<file path="src/ulms_defines.vh">
`ifndef ULMS_DEFINES_VH
`define ULMS_DEFINES_VH
`define ULMS_OFF_CHIP_CFG 12'h004
`define ULMS_OFF_DIV_LOW 12'h140
`define ULMS_OFF_DIV_HIGH 12'h144
`define ULMS_OFF_FIFO_CTRL 12'h148
`define ULMS_OFF_LINE_CTRL 12'h14C
`define ULMS_OFF_MODEM_CTRL 12'h150
`define ULMS_OFF_LINE_STAT 12'h154
`define ULMS_OFF_MODEM_STAT 12'h158
`define ULMS_OFF_SCRATCH 12'h15C
`define ULMS_OFF_PB_OUT 12'h280
`define ULMS_OFF_PB_IN 12'h284
`define ULMS_OFF_PORT_B_DIRECTION 12'h288
`define ULMS_CFG_PB_ROUTE 0
`define ULMS_FCR_ENABLE 0
`define ULMS_FCR_RX_RESET 1
`define ULMS_LCR_DIVISOR_LATCH_ACCESS_BIT 7
`define ULMS_MCR_DTR 0
`define ULMS_MCR_RTS 1
`define ULMS_MCR_SPARE_OUTPUT_ONE 2
`define ULMS_MCR_SPARE_OUTPUT_TWO 3
`define ULMS_MCR_LOOP 4
`define ULMS_ST_PE 8
`define ULMS_ST_FE 9
`define ULMS_ST_BI 10
`define ULMS_PB_DTR_PIN 3
`define ULMS_PB_ROUTE_OE 4'h8
`define ULMS_RESP_OKAY 2'h0
`define ULMS_RESP_SLVERR 2'h2
`define ULMS_ZERO8 8'h00
`define ULMS_ZERO4 4'h0
`define ULMS_RX_DEPTH 16
`define ULMS_RX_AW 4
`endif

</file>
<file path="src/ulms_fifo.v">
`timescale 1ns/10ps
module ulms_fifo #(
    parameter W = 11,
    parameter DEPTH = 16,
    parameter AW = 4
) (
    input wire aclk,
    input wire aresetn,
    input wire flush,
    input wire push,
    input wire [W-1:0] din,
    input wire pop,
    output wire [W-1:0] dout,
    output wire empty,
    output wire full
);
    reg [W-1:0] mem [0:DEPTH-1];
    reg [AW-1:0] rd_ptr;
    reg [AW-1:0] wr_ptr;
    reg [AW:0] count;
    wire do_push;
    wire do_pop;
    assign empty = (count == {(AW+1){1'b0}});
    assign full = (count == DEPTH[AW:0]);
    assign dout = mem[rd_ptr];
    assign do_push = push && !full;
    assign do_pop = pop && !empty;
    always @(posedge aclk) begin
        if (do_push) begin
            mem[wr_ptr] <= din;
        end
    end
    always @(posedge aclk) begin
        if (!aresetn || flush) begin
            rd_ptr <= {AW{1'b0}};
            wr_ptr <= {AW{1'b0}};
            count <= {(AW+1){1'b0}};
        end else begin
            if (do_push) begin
                wr_ptr <= (wr_ptr == DEPTH[AW-1:0] - 1'b1) ? {AW{1'b0}} : wr_ptr + 1'b1;
            end
            if (do_pop) begin
                rd_ptr <= (rd_ptr == DEPTH[AW-1:0] - 1'b1) ? {AW{1'b0}} : rd_ptr + 1'b1;
            end
            if (do_push && !do_pop) begin
                count <= count + 1'b1;
            end else if (do_pop && !do_push) begin
                count <= count - 1'b1;
            end
        end
    end
endmodule

</file>
<file path="src/ulms_top.v">
`timescale 1ns/10ps
`include "ulms_defines.vh"
// Contract
// RULE_01 - Break in FIFO mode: one zero char, then lock
// RULE_02 - Framing error sticky, cleared by status read
// RULE_03 - Parity error sticky, cleared by status read
// RULE_04 - FIFO mode: per-char status shown at head
// RULE_05 - Holding buffer overwritten unread sets overrun
// RULE_06 - Full FIFO plus new char sets overrun
// RULE_07 - Data ready follows buffer or FIFO fill
// RULE_08 - FIFO enable change clears data ready
// RULE_09 - Loopback off: status shows external modem inputs
// RULE_10 - Loopback on: status mirrors modem control outputs
// RULE_11 - Set-ready change flag, cleared on status read
// RULE_12 - Clear-to-send change flag, cleared on status read
// RULE_13 - Ring falling edge sets bell end flag
// RULE_14 - Scratch byte is plain read/write storage
// RULE_15 - Divisor bytes reachable only with access bit
// RULE_16 - Routing bit makes port B modem pins
// RULE_17 - Routed port B ignores stored direction
// RULE_18 - Routing bit is zero after reset
// RULE_19 - Loopback forces line high, links shift registers
// RULE_20 - Carrier change flag, cleared on status read
// RULE_21 - Read clears deltas; concurrent change is kept
module ulms_top #(
    parameter ADDR_W = 12,
    parameter RX_DEPTH = `ULMS_RX_DEPTH,
    parameter RX_AW = `ULMS_RX_AW
) (
    input wire aclk,
    input wire aresetn,
    input wire [ADDR_W-1:0] s_axi_awaddr,
    input wire s_axi_awvalid,
    output reg s_axi_awready,
    input wire [31:0] s_axi_wdata,
    input wire [3:0] s_axi_wstrb,
    input wire s_axi_wvalid,
    output reg s_axi_wready,
    output reg [1:0] s_axi_bresp,
    output reg s_axi_bvalid,
    input wire s_axi_bready,
    input wire [ADDR_W-1:0] s_axi_araddr,
    input wire s_axi_arvalid,
    output reg s_axi_arready,
    output reg [31:0] s_axi_rdata,
    output reg [1:0] s_axi_rresp,
    output reg s_axi_rvalid,
    input wire s_axi_rready,
    input wire rx_char_valid,
    input wire [7:0] rx_char_data,
    input wire rx_char_frame_err,
    input wire rx_char_parity_err,
    input wire rx_char_break,
    input wire rx_start_bit,
    input wire tx_empty_in,
    input wire tx_hold_empty_in,
    input wire tx_shift_in,
    input wire rx_pin_in,
    output reg tx_pin_out,
    output reg rx_shift_feed,
    output reg tx_write_valid,
    output reg [7:0] tx_write_data,
    output reg [15:0] baud_divisor,
    output reg [7:0] line_control,
    output reg fifo_enable,
    output reg loopback_enable,
    input wire carrier_detect_in,
    input wire bell_signal_in,
    input wire set_ready_in,
    input wire send_clear_in,
    output reg terminal_ready_out,
    output reg request_send_out,
    input wire [3:0] pb_pin_in,
    output reg [3:0] pb_pin_out,
    output reg [3:0] pb_pin_oe
);
    reg [7:0] baud_divisor_low;
    reg [7:0] baud_divisor_high;
    reg [7:0] scratch_byte;
    reg [4:0] modem_control;
    reg [7:0] line_ctrl;
    reg fifo_on;
    reg chip_cfg_route;
    reg [3:0] port_b_direction;
    reg [3:0] port_b_out;
    reg [ADDR_W-1:0] aw_addr;
    reg aw_full;
    reg [7:0] w_byte;
    reg w_lane0;
    reg w_full;
    reg [7:0] rx_hold;
    reg rx_hold_full;
    reg framing_error_flag;
    reg parity_error_flag;
    reg break_flag;
    reg overrun_flag;
    reg break_lock;
    reg mark_seen;
    reg [RX_AW:0] err_count;
    reg [3:0] mdm_prev;
    reg carrier_change_flag;
    reg bell_end_flag;
    reg set_ready_change_flag;
    reg send_clear_change_flag;
    reg [7:0] rd_byte;
    reg rd_hit;
    wire divisor_latch_access_bit;
    wire loop_on;
    wire [3:0] mdm_ext;
    wire [3:0] mdm_loop;
    wire [3:0] mdm_now;
    wire line_in;
    wire [10:0] head;
    wire fifo_empty;
    wire fifo_full;
    wire accept;
    wire char_err;
    wire head_err;
    wire wr_fire;
    wire rd_fire;
    wire wr_rbr;
    wire rd_rbr;
    wire rd_lsr;
    wire rd_msr;
    wire wr_fcr;
    wire fifo_flush;
    wire fifo_push;
    wire fifo_pop;
    wire [7:0] lsr_value;
    wire rx_ready;
    assign divisor_latch_access_bit = line_ctrl[`ULMS_LCR_DIVISOR_LATCH_ACCESS_BIT];
    assign loop_on = modem_control[`ULMS_MCR_LOOP];
    assign mdm_ext[3] = chip_cfg_route ? pb_pin_in[0] : carrier_detect_in; // RULE_16
    assign mdm_ext[2] = chip_cfg_route ? pb_pin_in[1] : bell_signal_in; // RULE_16
    assign mdm_ext[1] = chip_cfg_route ? pb_pin_in[2] : set_ready_in; // RULE_16
    assign mdm_ext[0] = send_clear_in;
    assign mdm_loop = {modem_control[`ULMS_MCR_SPARE_OUTPUT_TWO], modem_control[`ULMS_MCR_SPARE_OUTPUT_ONE],
                       modem_control[`ULMS_MCR_DTR], modem_control[`ULMS_MCR_RTS]};
    assign mdm_now = loop_on ? mdm_loop : mdm_ext; // RULE_09 RULE_10
    assign line_in = loop_on ? tx_shift_in : rx_pin_in; // RULE_19
    assign wr_fire = aw_full && w_full && !s_axi_bvalid;
    assign rd_fire = s_axi_arvalid && s_axi_arready;
    assign wr_rbr = wr_fire && w_lane0 && !divisor_latch_access_bit && (aw_addr == `ULMS_OFF_DIV_LOW);
    assign rd_rbr = rd_fire && !divisor_latch_access_bit && (s_axi_araddr == `ULMS_OFF_DIV_LOW);
    assign rd_lsr = rd_fire && (s_axi_araddr == `ULMS_OFF_LINE_STAT);
    assign rd_msr = rd_fire && (s_axi_araddr == `ULMS_OFF_MODEM_STAT);
    assign wr_fcr = wr_fire && w_lane0 && (aw_addr == `ULMS_OFF_FIFO_CTRL);
    assign fifo_flush = wr_fcr && ((w_byte[`ULMS_FCR_ENABLE] != fifo_on) ||
                                   w_byte[`ULMS_FCR_RX_RESET]); // RULE_08
    assign accept = rx_char_valid && !break_lock; // RULE_01
    assign char_err = rx_char_frame_err || rx_char_parity_err || rx_char_break;
    assign fifo_push = accept && fifo_on && !fifo_flush; // RULE_06
    assign fifo_pop = rd_rbr && fifo_on;
    assign head_err = !fifo_empty && (head[`ULMS_ST_PE] || head[`ULMS_ST_FE] ||
                                      head[`ULMS_ST_BI]);
    assign rx_ready = fifo_on ? !fifo_empty : rx_hold_full; // RULE_07
    assign lsr_value = {fifo_on && (err_count != {(RX_AW+1){1'b0}}), tx_empty_in,
                        tx_hold_empty_in,
                        fifo_on ? (head[`ULMS_ST_BI] && !fifo_empty) : break_flag,
                        fifo_on ? (head[`ULMS_ST_FE] && !fifo_empty) : framing_error_flag,
                        fifo_on ? (head[`ULMS_ST_PE] && !fifo_empty) : parity_error_flag,
                        overrun_flag, rx_ready}; // RULE_04

    ulms_fifo #(
        .W(11),
        .DEPTH(RX_DEPTH),
        .AW(RX_AW)
    ) u_rx_fifo (
        .aclk(aclk),
        .aresetn(aresetn),
        .flush(fifo_flush),
        .push(fifo_push),
        .din({rx_char_break, rx_char_frame_err, rx_char_parity_err,
              rx_char_break ? `ULMS_ZERO8 : rx_char_data}), // RULE_01 RULE_04
        .pop(fifo_pop),
        .dout(head),
        .empty(fifo_empty),
        .full(fifo_full)
    );

    always @* begin
        rd_hit = 1'b1;
        rd_byte = `ULMS_ZERO8;
        case (s_axi_araddr)
            `ULMS_OFF_CHIP_CFG: rd_byte = {7'h00, chip_cfg_route};
            `ULMS_OFF_DIV_LOW: rd_byte = divisor_latch_access_bit ? baud_divisor_low :
                                 (fifo_on ? head[7:0] : rx_hold); // RULE_15
            `ULMS_OFF_DIV_HIGH: rd_byte = divisor_latch_access_bit ? baud_divisor_high : `ULMS_ZERO8; // RULE_15
            `ULMS_OFF_FIFO_CTRL: rd_byte = {7'h00, fifo_on};
            `ULMS_OFF_LINE_CTRL: rd_byte = line_ctrl;
            `ULMS_OFF_MODEM_CTRL: rd_byte = {3'h0, modem_control};
            `ULMS_OFF_LINE_STAT: rd_byte = lsr_value;
            `ULMS_OFF_MODEM_STAT: rd_byte = {mdm_prev, carrier_change_flag, bell_end_flag,
                                             set_ready_change_flag, send_clear_change_flag};
            `ULMS_OFF_SCRATCH: rd_byte = scratch_byte; // RULE_14
            `ULMS_OFF_PB_OUT: rd_byte = {4'h0, port_b_out};
            `ULMS_OFF_PB_IN: rd_byte = {4'h0, pb_pin_in};
            `ULMS_OFF_PORT_B_DIRECTION: rd_byte = {4'h0, port_b_direction};
            default: rd_hit = 1'b0;
        endcase
    end

    always @(posedge aclk) begin
        if (!aresetn) begin
            s_axi_awready <= 1'b0;
            s_axi_wready <= 1'b0;
            s_axi_bvalid <= 1'b0;
            s_axi_bresp <= `ULMS_RESP_OKAY;
            s_axi_arready <= 1'b0;
            s_axi_rvalid <= 1'b0;
            s_axi_rresp <= `ULMS_RESP_OKAY;
            s_axi_rdata <= 32'h00000000;
            aw_addr <= {ADDR_W{1'b0}};
            aw_full <= 1'b0;
            w_byte <= `ULMS_ZERO8;
            w_lane0 <= 1'b0;
            w_full <= 1'b0;
        end else begin
            if (!aw_full && !s_axi_bvalid) begin
                s_axi_awready <= 1'b1;
            end
            if (!w_full && !s_axi_bvalid) begin
                s_axi_wready <= 1'b1;
            end
            if (s_axi_awvalid && s_axi_awready) begin
                aw_addr <= s_axi_awaddr;
                aw_full <= 1'b1;
                s_axi_awready <= 1'b0;
            end
            if (s_axi_wvalid && s_axi_wready) begin
                w_byte <= s_axi_wdata[7:0];
                w_lane0 <= s_axi_wstrb[0];
                w_full <= 1'b1;
                s_axi_wready <= 1'b0;
            end
            if (wr_fire) begin
                aw_full <= 1'b0;
                w_full <= 1'b0;
                s_axi_bvalid <= 1'b1;
                case (aw_addr)
                    `ULMS_OFF_CHIP_CFG, `ULMS_OFF_DIV_LOW, `ULMS_OFF_DIV_HIGH,
                    `ULMS_OFF_FIFO_CTRL, `ULMS_OFF_LINE_CTRL, `ULMS_OFF_MODEM_CTRL,
                    `ULMS_OFF_LINE_STAT, `ULMS_OFF_MODEM_STAT, `ULMS_OFF_SCRATCH,
                    `ULMS_OFF_PB_OUT, `ULMS_OFF_PB_IN, `ULMS_OFF_PORT_B_DIRECTION: begin
                        s_axi_bresp <= `ULMS_RESP_OKAY;
                    end
                    default: begin
                        s_axi_bresp <= `ULMS_RESP_SLVERR;
                    end
                endcase
            end
            if (s_axi_bvalid && s_axi_bready) begin
                s_axi_bvalid <= 1'b0;
            end
            if (!s_axi_rvalid && !rd_fire) begin
                s_axi_arready <= 1'b1;
            end
            if (rd_fire) begin
                s_axi_arready <= 1'b0;
                s_axi_rvalid <= 1'b1;
                s_axi_rdata <= {24'h000000, rd_byte};
                s_axi_rresp <= rd_hit ? `ULMS_RESP_OKAY : `ULMS_RESP_SLVERR;
            end
            if (s_axi_rvalid && s_axi_rready) begin
                s_axi_rvalid <= 1'b0;
            end
        end
    end

    always @(posedge aclk) begin
        if (!aresetn) begin
            baud_divisor_low <= `ULMS_ZERO8;
            baud_divisor_high <= `ULMS_ZERO8;
            scratch_byte <= `ULMS_ZERO8;
            modem_control <= 5'h00;
            line_ctrl <= `ULMS_ZERO8;
            fifo_on <= 1'b0;
            chip_cfg_route <= 1'b0; // RULE_18
            port_b_direction <= `ULMS_ZERO4;
            port_b_out <= `ULMS_ZERO4;
            tx_write_valid <= 1'b0;
            tx_write_data <= `ULMS_ZERO8;
        end else begin
            tx_write_valid <= wr_rbr;
            if (wr_rbr) begin
                tx_write_data <= w_byte;
            end
            if (wr_fire && w_lane0) begin
                case (aw_addr)
                    `ULMS_OFF_CHIP_CFG: chip_cfg_route <= w_byte[`ULMS_CFG_PB_ROUTE];
                    `ULMS_OFF_DIV_LOW: if (divisor_latch_access_bit) begin
                        baud_divisor_low <= w_byte; // RULE_15
                    end
                    `ULMS_OFF_DIV_HIGH: if (divisor_latch_access_bit) begin
                        baud_divisor_high <= w_byte; // RULE_15
                    end
                    `ULMS_OFF_FIFO_CTRL: fifo_on <= w_byte[`ULMS_FCR_ENABLE];
                    `ULMS_OFF_LINE_CTRL: line_ctrl <= w_byte;
                    `ULMS_OFF_MODEM_CTRL: modem_control <= w_byte[4:0];
                    `ULMS_OFF_SCRATCH: scratch_byte <= w_byte; // RULE_14
                    `ULMS_OFF_PB_OUT: port_b_out <= w_byte[3:0];
                    `ULMS_OFF_PORT_B_DIRECTION: port_b_direction <= w_byte[3:0];
                    default: begin
                    end
                endcase
            end
        end
    end

    always @(posedge aclk) begin
        if (!aresetn) begin
            rx_hold <= `ULMS_ZERO8;
            rx_hold_full <= 1'b0;
            framing_error_flag <= 1'b0;
            parity_error_flag <= 1'b0;
            break_flag <= 1'b0;
            overrun_flag <= 1'b0;
            break_lock <= 1'b0;
            mark_seen <= 1'b0;
            err_count <= {(RX_AW+1){1'b0}};
        end else begin
            if (rd_lsr) begin
                framing_error_flag <= 1'b0; // RULE_02
                parity_error_flag <= 1'b0; // RULE_03
                break_flag <= 1'b0;
                overrun_flag <= 1'b0; // RULE_05
            end
            if (rd_rbr && !fifo_on) begin
                rx_hold_full <= 1'b0; // RULE_07
            end
            if (fifo_flush) begin
                rx_hold_full <= 1'b0; // RULE_08
                err_count <= {(RX_AW+1){1'b0}};
            end else if ((fifo_push && !fifo_full && char_err) && !(fifo_pop && head_err)) begin
                err_count <= err_count + 1'b1;
            end else if (!(fifo_push && !fifo_full && char_err) && (fifo_pop && head_err)) begin
                err_count <= err_count - 1'b1;
            end
            if (break_lock) begin
                if (line_in) begin
                    mark_seen <= 1'b1;
                end
                if (mark_seen && rx_start_bit) begin
                    break_lock <= 1'b0; // RULE_01
                    mark_seen <= 1'b0;
                end
            end
            if (accept && fifo_on) begin
                if (fifo_full) begin
                    overrun_flag <= 1'b1; // RULE_06
                end else if (rx_char_break) begin
                    break_lock <= 1'b1; // RULE_01
                    mark_seen <= 1'b0;
                end
            end else if (accept) begin
                if (rx_hold_full && !rd_rbr) begin
                    overrun_flag <= 1'b1; // RULE_05
                end
                rx_hold <= rx_char_data;
                rx_hold_full <= !fifo_flush; // RULE_07
                if (rx_char_frame_err) begin
                    framing_error_flag <= 1'b1; // RULE_02
                end
                if (rx_char_parity_err) begin
                    parity_error_flag <= 1'b1; // RULE_03
                end
                if (rx_char_break) begin
                    break_flag <= 1'b1;
                end
            end
        end
    end

    always @(posedge aclk) begin
        if (!aresetn) begin
            mdm_prev <= `ULMS_ZERO4;
            carrier_change_flag <= 1'b0;
            bell_end_flag <= 1'b0;
            set_ready_change_flag <= 1'b0;
            send_clear_change_flag <= 1'b0;
        end else begin
            mdm_prev <= mdm_now;
            if (rd_msr) begin
                carrier_change_flag <= 1'b0; // RULE_21
                bell_end_flag <= 1'b0;
                set_ready_change_flag <= 1'b0;
                send_clear_change_flag <= 1'b0;
            end
            if (mdm_now[3] != mdm_prev[3]) begin
                carrier_change_flag <= 1'b1; // RULE_20 RULE_21
            end
            if (mdm_prev[2] && !mdm_now[2]) begin
                bell_end_flag <= 1'b1; // RULE_13
            end
            if (mdm_now[1] != mdm_prev[1]) begin
                set_ready_change_flag <= 1'b1; // RULE_11
            end
            if (mdm_now[0] != mdm_prev[0]) begin
                send_clear_change_flag <= 1'b1; // RULE_12
            end
        end
    end

    always @(posedge aclk) begin
        if (!aresetn) begin
            tx_pin_out <= 1'b1;
            rx_shift_feed <= 1'b1;
            baud_divisor <= 16'h0000;
            line_control <= `ULMS_ZERO8;
            fifo_enable <= 1'b0;
            loopback_enable <= 1'b0;
            terminal_ready_out <= 1'b0;
            request_send_out <= 1'b0;
            pb_pin_out <= `ULMS_ZERO4;
            pb_pin_oe <= `ULMS_ZERO4;
        end else begin
            tx_pin_out <= loop_on ? 1'b1 : tx_shift_in; // RULE_19
            rx_shift_feed <= line_in; // RULE_19
            baud_divisor <= {baud_divisor_high, baud_divisor_low};
            line_control <= line_ctrl;
            fifo_enable <= fifo_on;
            loopback_enable <= loop_on;
            terminal_ready_out <= modem_control[`ULMS_MCR_DTR];
            request_send_out <= modem_control[`ULMS_MCR_RTS];
            if (chip_cfg_route) begin
                pb_pin_oe <= `ULMS_PB_ROUTE_OE; // RULE_17
                pb_pin_out <= {modem_control[`ULMS_MCR_DTR], 3'h0}; // RULE_16
            end else begin
                pb_pin_oe <= port_b_direction; // RULE_17
                pb_pin_out <= port_b_out;
            end
        end
    end
endmodule
</file>
<file path="config.mk">
export PLATFORM = sky130hd
export DESIGN_NAME = ulms_top
export DESIGN_NICKNAME = d
export VERILOG_FILES = /design/src/ulms_fifo.v /design/src/ulms_top.v
export VERILOG_INCLUDE_DIRS = /design/src
export SDC_FILE = /design/constraint.sdc
export NUM_CORES = 1
export LEC_CHECK = 0
export BUFFER_PORTS_ARGS = -buffer_cell sky130_fd_sc_hd__buf_2
export CORE_ASPECT_RATIO = 1.75
export CORE_UTILIZATION = 46
export CTS_CLUSTER_SIZE = 20
export DETAILED_ROUTE_END_ITERATION = 6
export PLACE_DENSITY = 0.68
export SKIP_LAST_GASP = 1
export SYNTH_ARGS = -nofsm -noshare
export SYNTH_HDL_FRONTEND = slang
export SYNTH_SLANG_ARGS = --single-unit
</file>
<file path="constraint.sdc">
create_clock -name aclk -period 3.55 [get_ports aclk]
set_input_delay 0.1775 -clock aclk [delete_from_list [all_inputs] [get_ports aclk]]
set_output_delay 0.1775 -clock aclk [all_outputs]
set_load 0.01 [all_outputs]
</file>
# After elaboration in Yosys (flattened, before gate mapping)
# Memory sizes are Yosys's and may differ from the RTL's. A register that Yosys moved wholly into a read port is not among the register bits.
# Cells that the tools add are included.
totals:
  mem_bits_rw: 176
  out_inout_bits: 88
  register_bits: 175
  memories: 1
op_classes:
  n_reduce_logical: 93
  eq_ne: 31
  mux: 66
  n_bitwise: 2
  addsub: 6
mem_list:
  columns: ["memory", "depth", "word_bits", "read_ports", "rd_clocked_by_memory_dff", "wr", "line_no", "source"]
  rows:
  - ["u_rx_fifo.mem", 16, 11, 1, 1, 1, "ulms_fifo.v:17", "reg [W-1:0] mem [0:DEPTH-1];"]
ops:
  columns: ["operator", "count"]
  rows:
  - ["$eq A12 B9 Y1 const B", 16]
  - ["$pmux W8 S12", 1]
  - ["$eq A12 B10 Y1 const B", 6]
  - ["$mux W1", 48]
  - ["$logic_and A1 B1 Y1", 40]
  - ["$mux W8", 4]
  - ["$mux W4", 7]
  - ["$eq A12 B3 Y1 const B", 2]
  - ["$reduce_or A12 Y1", 2]
  - ["$mux W5", 4]
  - ["$logic_not A1 Y1", 18]
  - ["$reduce_or A2 Y1", 9]
  - ["$reduce_and A2 Y1", 8]
  - ["$reduce_bool A2 Y1", 6]
  - ["$add A5 B1 Y5 const B", 2]
  - ["$sub A5 B1 Y5 const B", 2]
  - ["$add A4 B1 Y4 const B", 2]
  - ["$eq A4 B4 Y1 const B", 2]
  - ["$logic_or A1 B1 Y1", 6]
  - ["$reduce_and A3 Y1", 2]
  - ["$eq A5 B5 Y1 const B", 1]
  - ["$logic_not A5 Y1", 1]
  - ["$reduce_bool A5 Y1", 1]
  - ["$mux W2", 2]
  - ["other kinds (2)", 6]

# Longest topological paths before layout
# Gate-level depths: netlist of the first run.
depth:
  ltp_word: 13
  ltp_mapped: 17

# By module
# Synthesis of the first run repeated with hierarchy kept, for this count alone.
unflattened:
  cells_unflattened: 1218
  area_unflattened_um2: 14518.9
by_module_without_submodules:
  columns: ["mod", "area_each_um2", "n_inst", "cells_per_inst"]
  rows:
  - ["ulms_fifo", 7543.5, 1, 391]
  - ["ulms_top", 6975.4, 1, 827]

# Worst setup path after synthesis of the first run
# No wires, ideal clock.
synth_timing:
  path_type: "reg-to-reg"
  from: "reg (tool-made name)"
  to: "reg err_count[4]"
  arrival_ns: 3.629
  stages_incl_launch_ff: 18
  setup_ns: 0.146
  path_slack_ns: -0.225
  path_buffers: 3
  path_cell_list: "dfxtp_1 > buf_2 > buf_2 > buf_2 > mux4_2 > a211oi_1 > a21oi_1 > nor3_1 > or2_2 > ha_1 > inv_1 > ha_1 > nor2b_1 > o21a_1 > or3_1 > a21oi_1 > xnor2_1 > nor2_1"
synth_rtl:
  columns: ["item", "line_no", "source"]
  rows:
  - ["end signal, assigned", "ulms_top.v:320", "err_count <= {(RX_AW+1){1'b0}};"]
  - ["end signal, assigned", "ulms_top.v:333", "err_count <= {(RX_AW+1){1'b0}};"]
  - ["end signal, assigned", "ulms_top.v:335", "err_count <= err_count + 1'b1;"]
  - ["end, declared", "ulms_top.v:99", "reg [RX_AW:0] err_count;"]

==> results of run 1 <==
## path summary, 6_finish.rpt
check                        end  slack, ps  cells past startpoint
hold reg to reg   s_axi_rdata[6]        450                      2
setup reg to reg    err_count[4]        120                     16
setup / recovery    err_count[4]        120                     16
hold / removal       mdm_prev[1]         30                      5
## metal layers
| layer | global-route usage [%] | routed length (um) | share of wire [%] | vias to the layer above |
|---|---|---|---|---|
| met4 | 14.5 | 2260 | 6.0 | 0 |
| met3 | 2.76 | 1750 | 4.7 | 111 |
| li1 | - | - | - | 4668 |
| met2 | 43.4 | 20200 | 54 | 354 |
| met5 | 0 | 0 | 0 | - |
| met1 | 24.9 | 13500 | 36 | 4860 |
## power groups by stage
stage / Combinational, uW / Clock (uW) / Sequential [uW]
after floorplan: 187 / 0 / 4420
after global placement: 286 / 0 / 4440
after detailed placement: 289 / 0 / 4440
after CTS: 327 / 3560 / 4350
after global routing: 359 / 3730 / 4350
final: 329 / 3520 / 4350
## timing repair
action / 4_1_cts / 5_1_grt
hold endpoints to repair: 73 / 0
hold buffers: 42 / 0
setup endpoints to repair: 1 / 2
pin swaps: 0 / 5
buffers inserted: 0 / 5
resized for setup: 3 / 13
## synthesized netlist by cell type (4+ instances only)
cell	n	area share [%]
a211oi_1	7	0.36
a21oi_1	82	2.8
a22oi_1	9	0.47
a32oi_1	7	0.42
and2_1	33	1.4
and3_1	8	0.34
buf_1	7	0.18
buf_2	6	0.21
buf_4	26	1.3
clkbuf_1	51	1.3
dfxtp_1	177	24
edfxtp_1	176	36
ha_1	14	1.2
inv_1	26	0.67
mux2_2	8	0.62
mux2i_1	74	5.1
mux4_2	49	7.6
nand2_1	105	2.7
nand2b_1	5	0.22
nand3_1	12	0.41
nand4_1	8	0.34
nor2_1	137	3.5
nor2b_1	19	0.82
nor3_1	17	0.59
nor3b_1	4	0.21
nor4_1	9	0.39
o21ai_0	27	0.93
or3_1	7	0.30
xnor2_1	5	0.30
xor2_1	7	0.42
## tightest hold or removal path, cell delays in order
cell	delay, ps
buf_2	100
mux2i_1	70
nor2_1	80
a21oi_1	60
nor2_1	80
## stage by stage
step                setup WS [ps]  cells  power, uW  setup TNS (ps)
floorplan                    1.49   1211       4610               0
global placement            -62.5   1704       4720           -62.5
detailed placement          -64.3   1704       4730           -64.3
CTS                          47.2   1803       8230               0
global route                 6.04   1808       8430               0
finish                        116   1808       8200               0
## cells by family after synthesis
| family | count (synthesis) | synth area share [%] |
|---|---|---|
| fa+ha+maj | 16 | 1.48 |
| xor+xnor | 12 | 0.724 |
| buf+inv | 117 | 3.75 |
| mux | 131 | 13.3 |
| flops | 353 | 60.8 |
| compound gates | 170 | 7.22 |
| other cells | 1 | 0.0258 |
| simple gates | 386 | 12.7 |
## cells in the final DEF (no fill, tap or decap), types with 3 or more instances in the layout
cell / n
nor3b_1: 4
xnor2_1: 5
o211ai_1: 3
a211oi_1: 6
nand4_1: 8
conb_1: 26
o22ai_1: 3
nand2b_1: 5
clkbuf_16: 32
clkinv_2: 5
and2_1: 33
ha_1: 13
a31oi_1: 3
and3_1: 8
nor2_1: 137
mux2_2: 8
nor2b_1: 19
nor4_1: 9
nand2_1: 105
buf_2: 126
a22oi_1: 9
inv_1: 27
nand3b_1: 3
and4_1: 3
mux2i_1: 73
mux4_2: 49
buf_4: 66
dfxtp_1: 174
xor2_1: 7
edfxtp_1: 176
a2111oi_0: 3
dlygate4sd3_1: 42
nand3_1: 12
or3_1: 6
nor3_1: 16
a32oi_1: 7
a21oi_1: 80
o21ai_0: 27
bufinv_16: 5
clkbuf_1: 5
## final cells by class
| type | count | area [um2] | area share (%) |
|---|---|---|---|
| clock buffers | 40 | 843 | 4.85 |
| clock inverters | 17 | 218 | 1.25 |
| flip-flops and latches | 353 | 8830 | 50.8 |
| well taps | 391 | 489 | 2.81 |
| repair buffers | 239 | 1620 | 9.34 |
| inverters | 27 | 103 | 0.590 |
| multi-input cells | 741 | 5280 | 30.3 |
==> impl_metrics.py, run 1 <==
metrics = {
    "outcome": {
        "outcome": "complete, no violations",
    },
    "worst_setup_path": {
        "critical-path-top-delay-family": "simple AND/OR/NAND/NOR gates",
        "max_stage_delay_ps": 550,
        "crit_top_cell": "a21oi_2",
        "path_max_fanout": 7,
        "critPathCaptureType": "flip-flop",
        "crit_arrival_ps": 3890,
        "worstSetupPathType": "reg -> reg",
        "crit_slowest_cell": "mux4_2",
        "worst_setup_path_start_kind": "flip-flop",
        "required_ps": 4010,
        "cp_num_buf_inv": 3,
        "critical_path.cell_chain": "buf_12 > buf_4 > mux4_2 > mux2i_4 > a21oi_2 > nor3_2 > or2_4 > ha_2 > inv_2 > ha_1 > nor2b_1 > o21a_1 > or3_1 > a21oi_2 > xnor2_1 > nor2_1",
    },
    "yosys": {
        "synth_edf_count": 176,
        "synth.distinct_cells": 71,
        "yosys_warnings": 0,
        "avgSynthCellArea_um2": 12.2,
        "synthCells": 1186,
        "ys_ff_latch": 353,
        "synth_seq_area_share_pct": 60.8,
        "syn_area_um2": 14500,
        "synthArstFlopShare_pct": 0,
        "synth_flop_cell": "dfxtp_1",
    },
    "final_layout": {
        "fin_area_um2": 17400,
        "final_core_util_pct": 56.2,
        "diodes": 0,
        "syn_to_final_growth_pct": 19.8,
        "drive_gt1_share_pct": 22.9,
        "largest_register_ffs": 176,
        "n_fill_cell": 2557,
        "final_nets": 1501,
        "regMostFlops": "u_rx_fifo.mem",
        "reg_top3": "u_rx_fifo.mem x176, baud_divisor x16, aw_addr x12",
    },
    "floorplan": {
        "fp.coreArea_um2": 30900,
        "die_area_um2": 32300,
        "io_pins": 180,
        "num_rows": 85,
        "die_w_um": 136,
        "fp.dieH_um": 237,
        "start_util_pct": 46.9,
    },
    "placed_design": {
        "io_buffers": 126,
        "gp_congestion": 0.961,
        "dp_hpwl_um": 26300,
        "placedInstanceArea_um2": 15800,
    },
    "global_routing": {
        "grt_pass1_wl_um": 56000,
        "grt_antenna_before_repair": 0,
        "track_usage_pct": 23.5,
        "grt-ovfl-total": 0,
        "grt_pass1_vias": 9931,
        "grt_max_degree": 106,
    },
    "power_and_ir_drop": {
        "combPwrFrac_pct": 4.0,
        "ir_drop_mv": 0.465,
        "p_switching_uw": 1720,
        "swShare_pct": 21.0,
        "cellPowerDensity_nw_per_um2": 471,
        "internal_power_uw": 6470,
        "pwr-share-seq_pct": 53.0,
        "clkPwrFrac_pct": 42.9,
        "p_leak_uw": 0.00640,
    },
    "drt": {
        "ant_nets": 0,
        "via_count": 9993,
        "drtIter0Drc": 818,
        "dr.pass1.iters": 5,
        "wl_um": 37700,
        "wl_per_cell_um": 20.9,
        "vias_per_cell": 5.53,
        "drc": 0,
    },
    "clocking": {
        "worstSkewPairLatency_ps": 580,
        "clock-sinks": 353,
        "cts.reportedPaths.clkPinSlew_ps": 70,
        "cts.htree.levels": 1,
        "clockRootBuffer": "clkbuf_16",
        "cts_tree": "built",
        "cts_made_buffers": 31,
        "cts.path.max_buffers": 3,
    },
    "worst_hold_path": {
        "hp-class": "in -> reg",
        "min_from": "pb_pin_in[2]",
    },
    "sta": {
        "post-route-min-period_ps": 3430,
        "relSlewSlack_pct": 38.5,
        "skew_ps": 13.3,
        "holdWs_ps": 32.9,
        "fmax_mhz": 291,
        "final-setup-viol-count": 0,
        "finalHoldViolCount": 0,
        "slew_viol_final": 0,
        "rsz0062_at_grt": "no",
        "worst_pin_slew_ps": 921,
        "finalCritPeriodShare_pct": 96.7,
    },
    "run": {
        "maxCapViolCount": 0,
    },
}
Power figures use the tool's default switching activity.
==> inputs of run 2 (changes only) <==
--- a/config.mk
+++ b/config.mk
@@ -8,6 +8,7 @@
 export LEC_CHECK = 0
 export BUFFER_PORTS_ARGS = -buffer_cell sky130_fd_sc_hd__buf_2
 export CORE_ASPECT_RATIO = 1.75
+export CORE_MARGIN = 4
 export CORE_UTILIZATION = 46
 export CTS_CLUSTER_SIZE = 20
 export DETAILED_ROUTE_END_ITERATION = 6
==> constraint.sdc (replaced) <==
create_clock -name aclk -period 3.1 [get_ports aclk]
set_input_delay 0.155 -clock aclk [delete_from_list [all_inputs] [get_ports aclk]]
set_output_delay 0.155 -clock aclk [all_outputs]
set_load 0.01 [all_outputs]
==> run 2 against run 1 <==
The run now ends with negative setup slack left. Sequential share of layout area decreased by 0.80 points. Non-clock buffer count increased by 21. First-iteration DRC count decreased by 6.1%. Hold slack improved by 4.1 ps. Global-route usage decreased by 1.4 points. Critical path type unchanged. Largest cell class unchanged. Highest routed layer unchanged.
==> impl_metrics.py, run 2 (synthesis gave the netlist of run 1 again) <==
metrics = {
    "outcome": {
        "outcome": "finished with violations",
        "failed_checks": "negative setup slack",
    },
    "global_routing": {
        "use_met3_pct": 1.99,
        "grt_pass1_vias": 10152,
        "busiest_layer": "met2",
        "grt_pass1_wl_um": 58700,
        "grt-ovfl-total": 0,
        "grt_antenna_before_repair": 0,
        "met1_usage_pct": 24.4,
        "grt_max_degree": 72,
        "track_usage_pct": 22.1,
        "grtUsageMet2_pct": 41.8,
    },
    "floorplan": {
        "fp.coreArea_um2": 30900,
        "fp.dieH_um": 243,
        "start_util_pct": 46.9,
        "die_area_um2": 34600,
        "die_w_um": 142,
        "io_pins": 180,
        "num_rows": 85,
    },
    "final_layout": {
        "drive_gt1_share_pct": 25.2,
        "largest_register_ffs": 176,
        "fin_area_um2": 17700,
        "mostFrequentLayoutCells": "176 x edfxtp_1, 174 x dfxtp_1, 137 x nor2_1, 126 x buf_2, 105 x nand2_1",
        "diodes": 0,
        "final_nets": 1521,
        "regMostFlops": "u_rx_fifo.mem",
        "reg_top3": "u_rx_fifo.mem x176, baud_divisor x16, aw_addr x12",
        "final_common_cell": "edfxtp_1",
        "syn_to_final_growth_pct": 21.7,
    },
    "sta": {
        "relSlewSlack_pct": 29.0,
        "rsz0062_at_grt": "yes",
        "setup_slack_ps": -143,
        "slew_viol_final": 0,
        "post-route-min-period_ps": 3240,
        "final-setup-viol-count": 2,
        "skew_ps": 15.8,
        "final.setup.tns_ps": -152,
        "fmax_mhz": 308,
        "worst_pin_slew_ps": 1060,
        "finalHoldViolCount": 0,
        "finalCritPeriodShare_pct": 105,
    },
    "placed_design": {
        "dp_hpwl_um": 27900,
        "gp_congestion": 0.936,
        "io_buffers": 126,
        "placedInstanceArea_um2": 16000,
    },
    "clocking": {
        "cts.reportedPaths.clkPinSlew_ps": 70,
        "clock-sinks": 353,
        "cts_made_buffers": 30,
        "cts_tree": "built",
        "cts.path.max_buffers": 3,
        "worstSkewPairLatency_ps": 570,
        "clockRootBuffer": "clkbuf_16",
        "cts.htree.levels": 1,
    },
    "drt": {
        "dr.pass1.iters": 5,
        "via_count": 10014,
        "wl_per_cell_um": 21.2,
        "drtIter0Drc": 768,
        "vias_per_cell": 5.48,
        "drc": 0,
        "wl_um": 38700,
        "ant_nets": 0,
    },
    "worst_setup_path": {
        "worstSetupPathType": "reg -> reg",
        "critPathCaptureType": "flip-flop",
        "worst_setup_path_start_kind": "flip-flop",
        "crit_arrival_ps": 3710,
        "max_stage_delay_ps": 500,
        "critical-path-top-delay-family": "multiplexers",
        "cp_num_buf_inv": 2,
        "required_ps": 3570,
        "path_max_fanout": 4,
        "critical_path.cell_chain": "buf_12 > mux4_2 > mux4_2 > nor3_2 > or2_4 > ha_4 > inv_4 > ha_4 > nor2b_1 > o21a_1 > or3_1 > a21oi_2 > xnor2_1 > nor2_1",
        "crit_slowest_cell": "mux4_2",
    },
    "power_and_ir_drop": {
        "p_leak_uw": 0.00655,
        "ir_drop_mv": 0.560,
        "cellPowerDensity_nw_per_um2": 537,
    },
    "worst_hold_path": {
        "min_from": "pb_pin_in[0]",
        "hp-class": "in -> reg",
    },
    "run": {
        "maxCapViolCount": 0,
    },
}
run 2: cell types whose count changed in the layout (fill, tap and decap cells not counted), moves of 3 or more:
cell,before,now
ha_1,13,10
clkbuf_1,5,1
buf_4,66,88
ha_4,0,3
inv_1,27,24
run 2: tightest hold or removal path: cells and delay by family:
family	cells	cell delay, ps
AND/OR/NAND/NOR	2	170
AO/OA/AOI/OAI	1	60
multiplexers	1	70
buffers and inverters	1	100
run 2: timing repair:
item	in CTS	in global routing
setup endpoints to repair	3	5
pin swaps	1	5
hold buffers	42	0
resized for setup	2	12
hold endpoints to repair	64	0
buffers inserted	0	4
run 2: stage by stage:
stage	instances	hold WS, ps	utilization [%]	power, uW	setup WS (ps)
2_1_floorplan	1211	254	-	5280	-162
3_3_place_gp	1726	361	51.8	5430	-135
3_5_place_dp	1726	375	51.8	5430	-191
4_1_cts	1824	15.2	56.8	9560	-160
5_1_grt	1828	67.3	57.1	9780	-299
6_report	1828	37.0	57.1	9490	-143
run 2: area by class of cell:
| type | count | area [um2] |
|---|---|---|
| fillers | 2517 | 13300 |
| flip-flops and latches | 353 | 8830 |
| multi-input cells | 741 | 5350 |
| repair buffers | 260 | 1780 |
| clock buffers | 36 | 857 |
| well taps | 391 | 489 |
| clock inverters | 20 | 246 |
| inverters | 27 | 105 |
run 2: metal layers:
metal / routed length (um) / up-vias / share of wire, %
met5: 0 / - / 0
met4: 2020 / 0 / 5.2
met3: 1620 / 97 / 4.2
met2: 21300 / 310 / 55
met1: 13700 / 4893 / 36
li1: - / 4714 / -
run 2: report_power, final:
part	leakage (uW)	switching (uW)	internal [uW]	total, uW
clock	0.000547	1710	2400	4110
sequential	0.00303	44.0	4930	4970
combinational	0.00297	244	158	401
run 2: final timing paths:
check | endpoint | slack, ps | cells after the start
setup / recovery | err_count[4] | -140 | 14
hold / removal | mdm_prev[3] | 40 | 5
setup reg to reg | err_count[4] | -140 | 14
hold reg to reg | baud_divisor[6] | 480 | 2
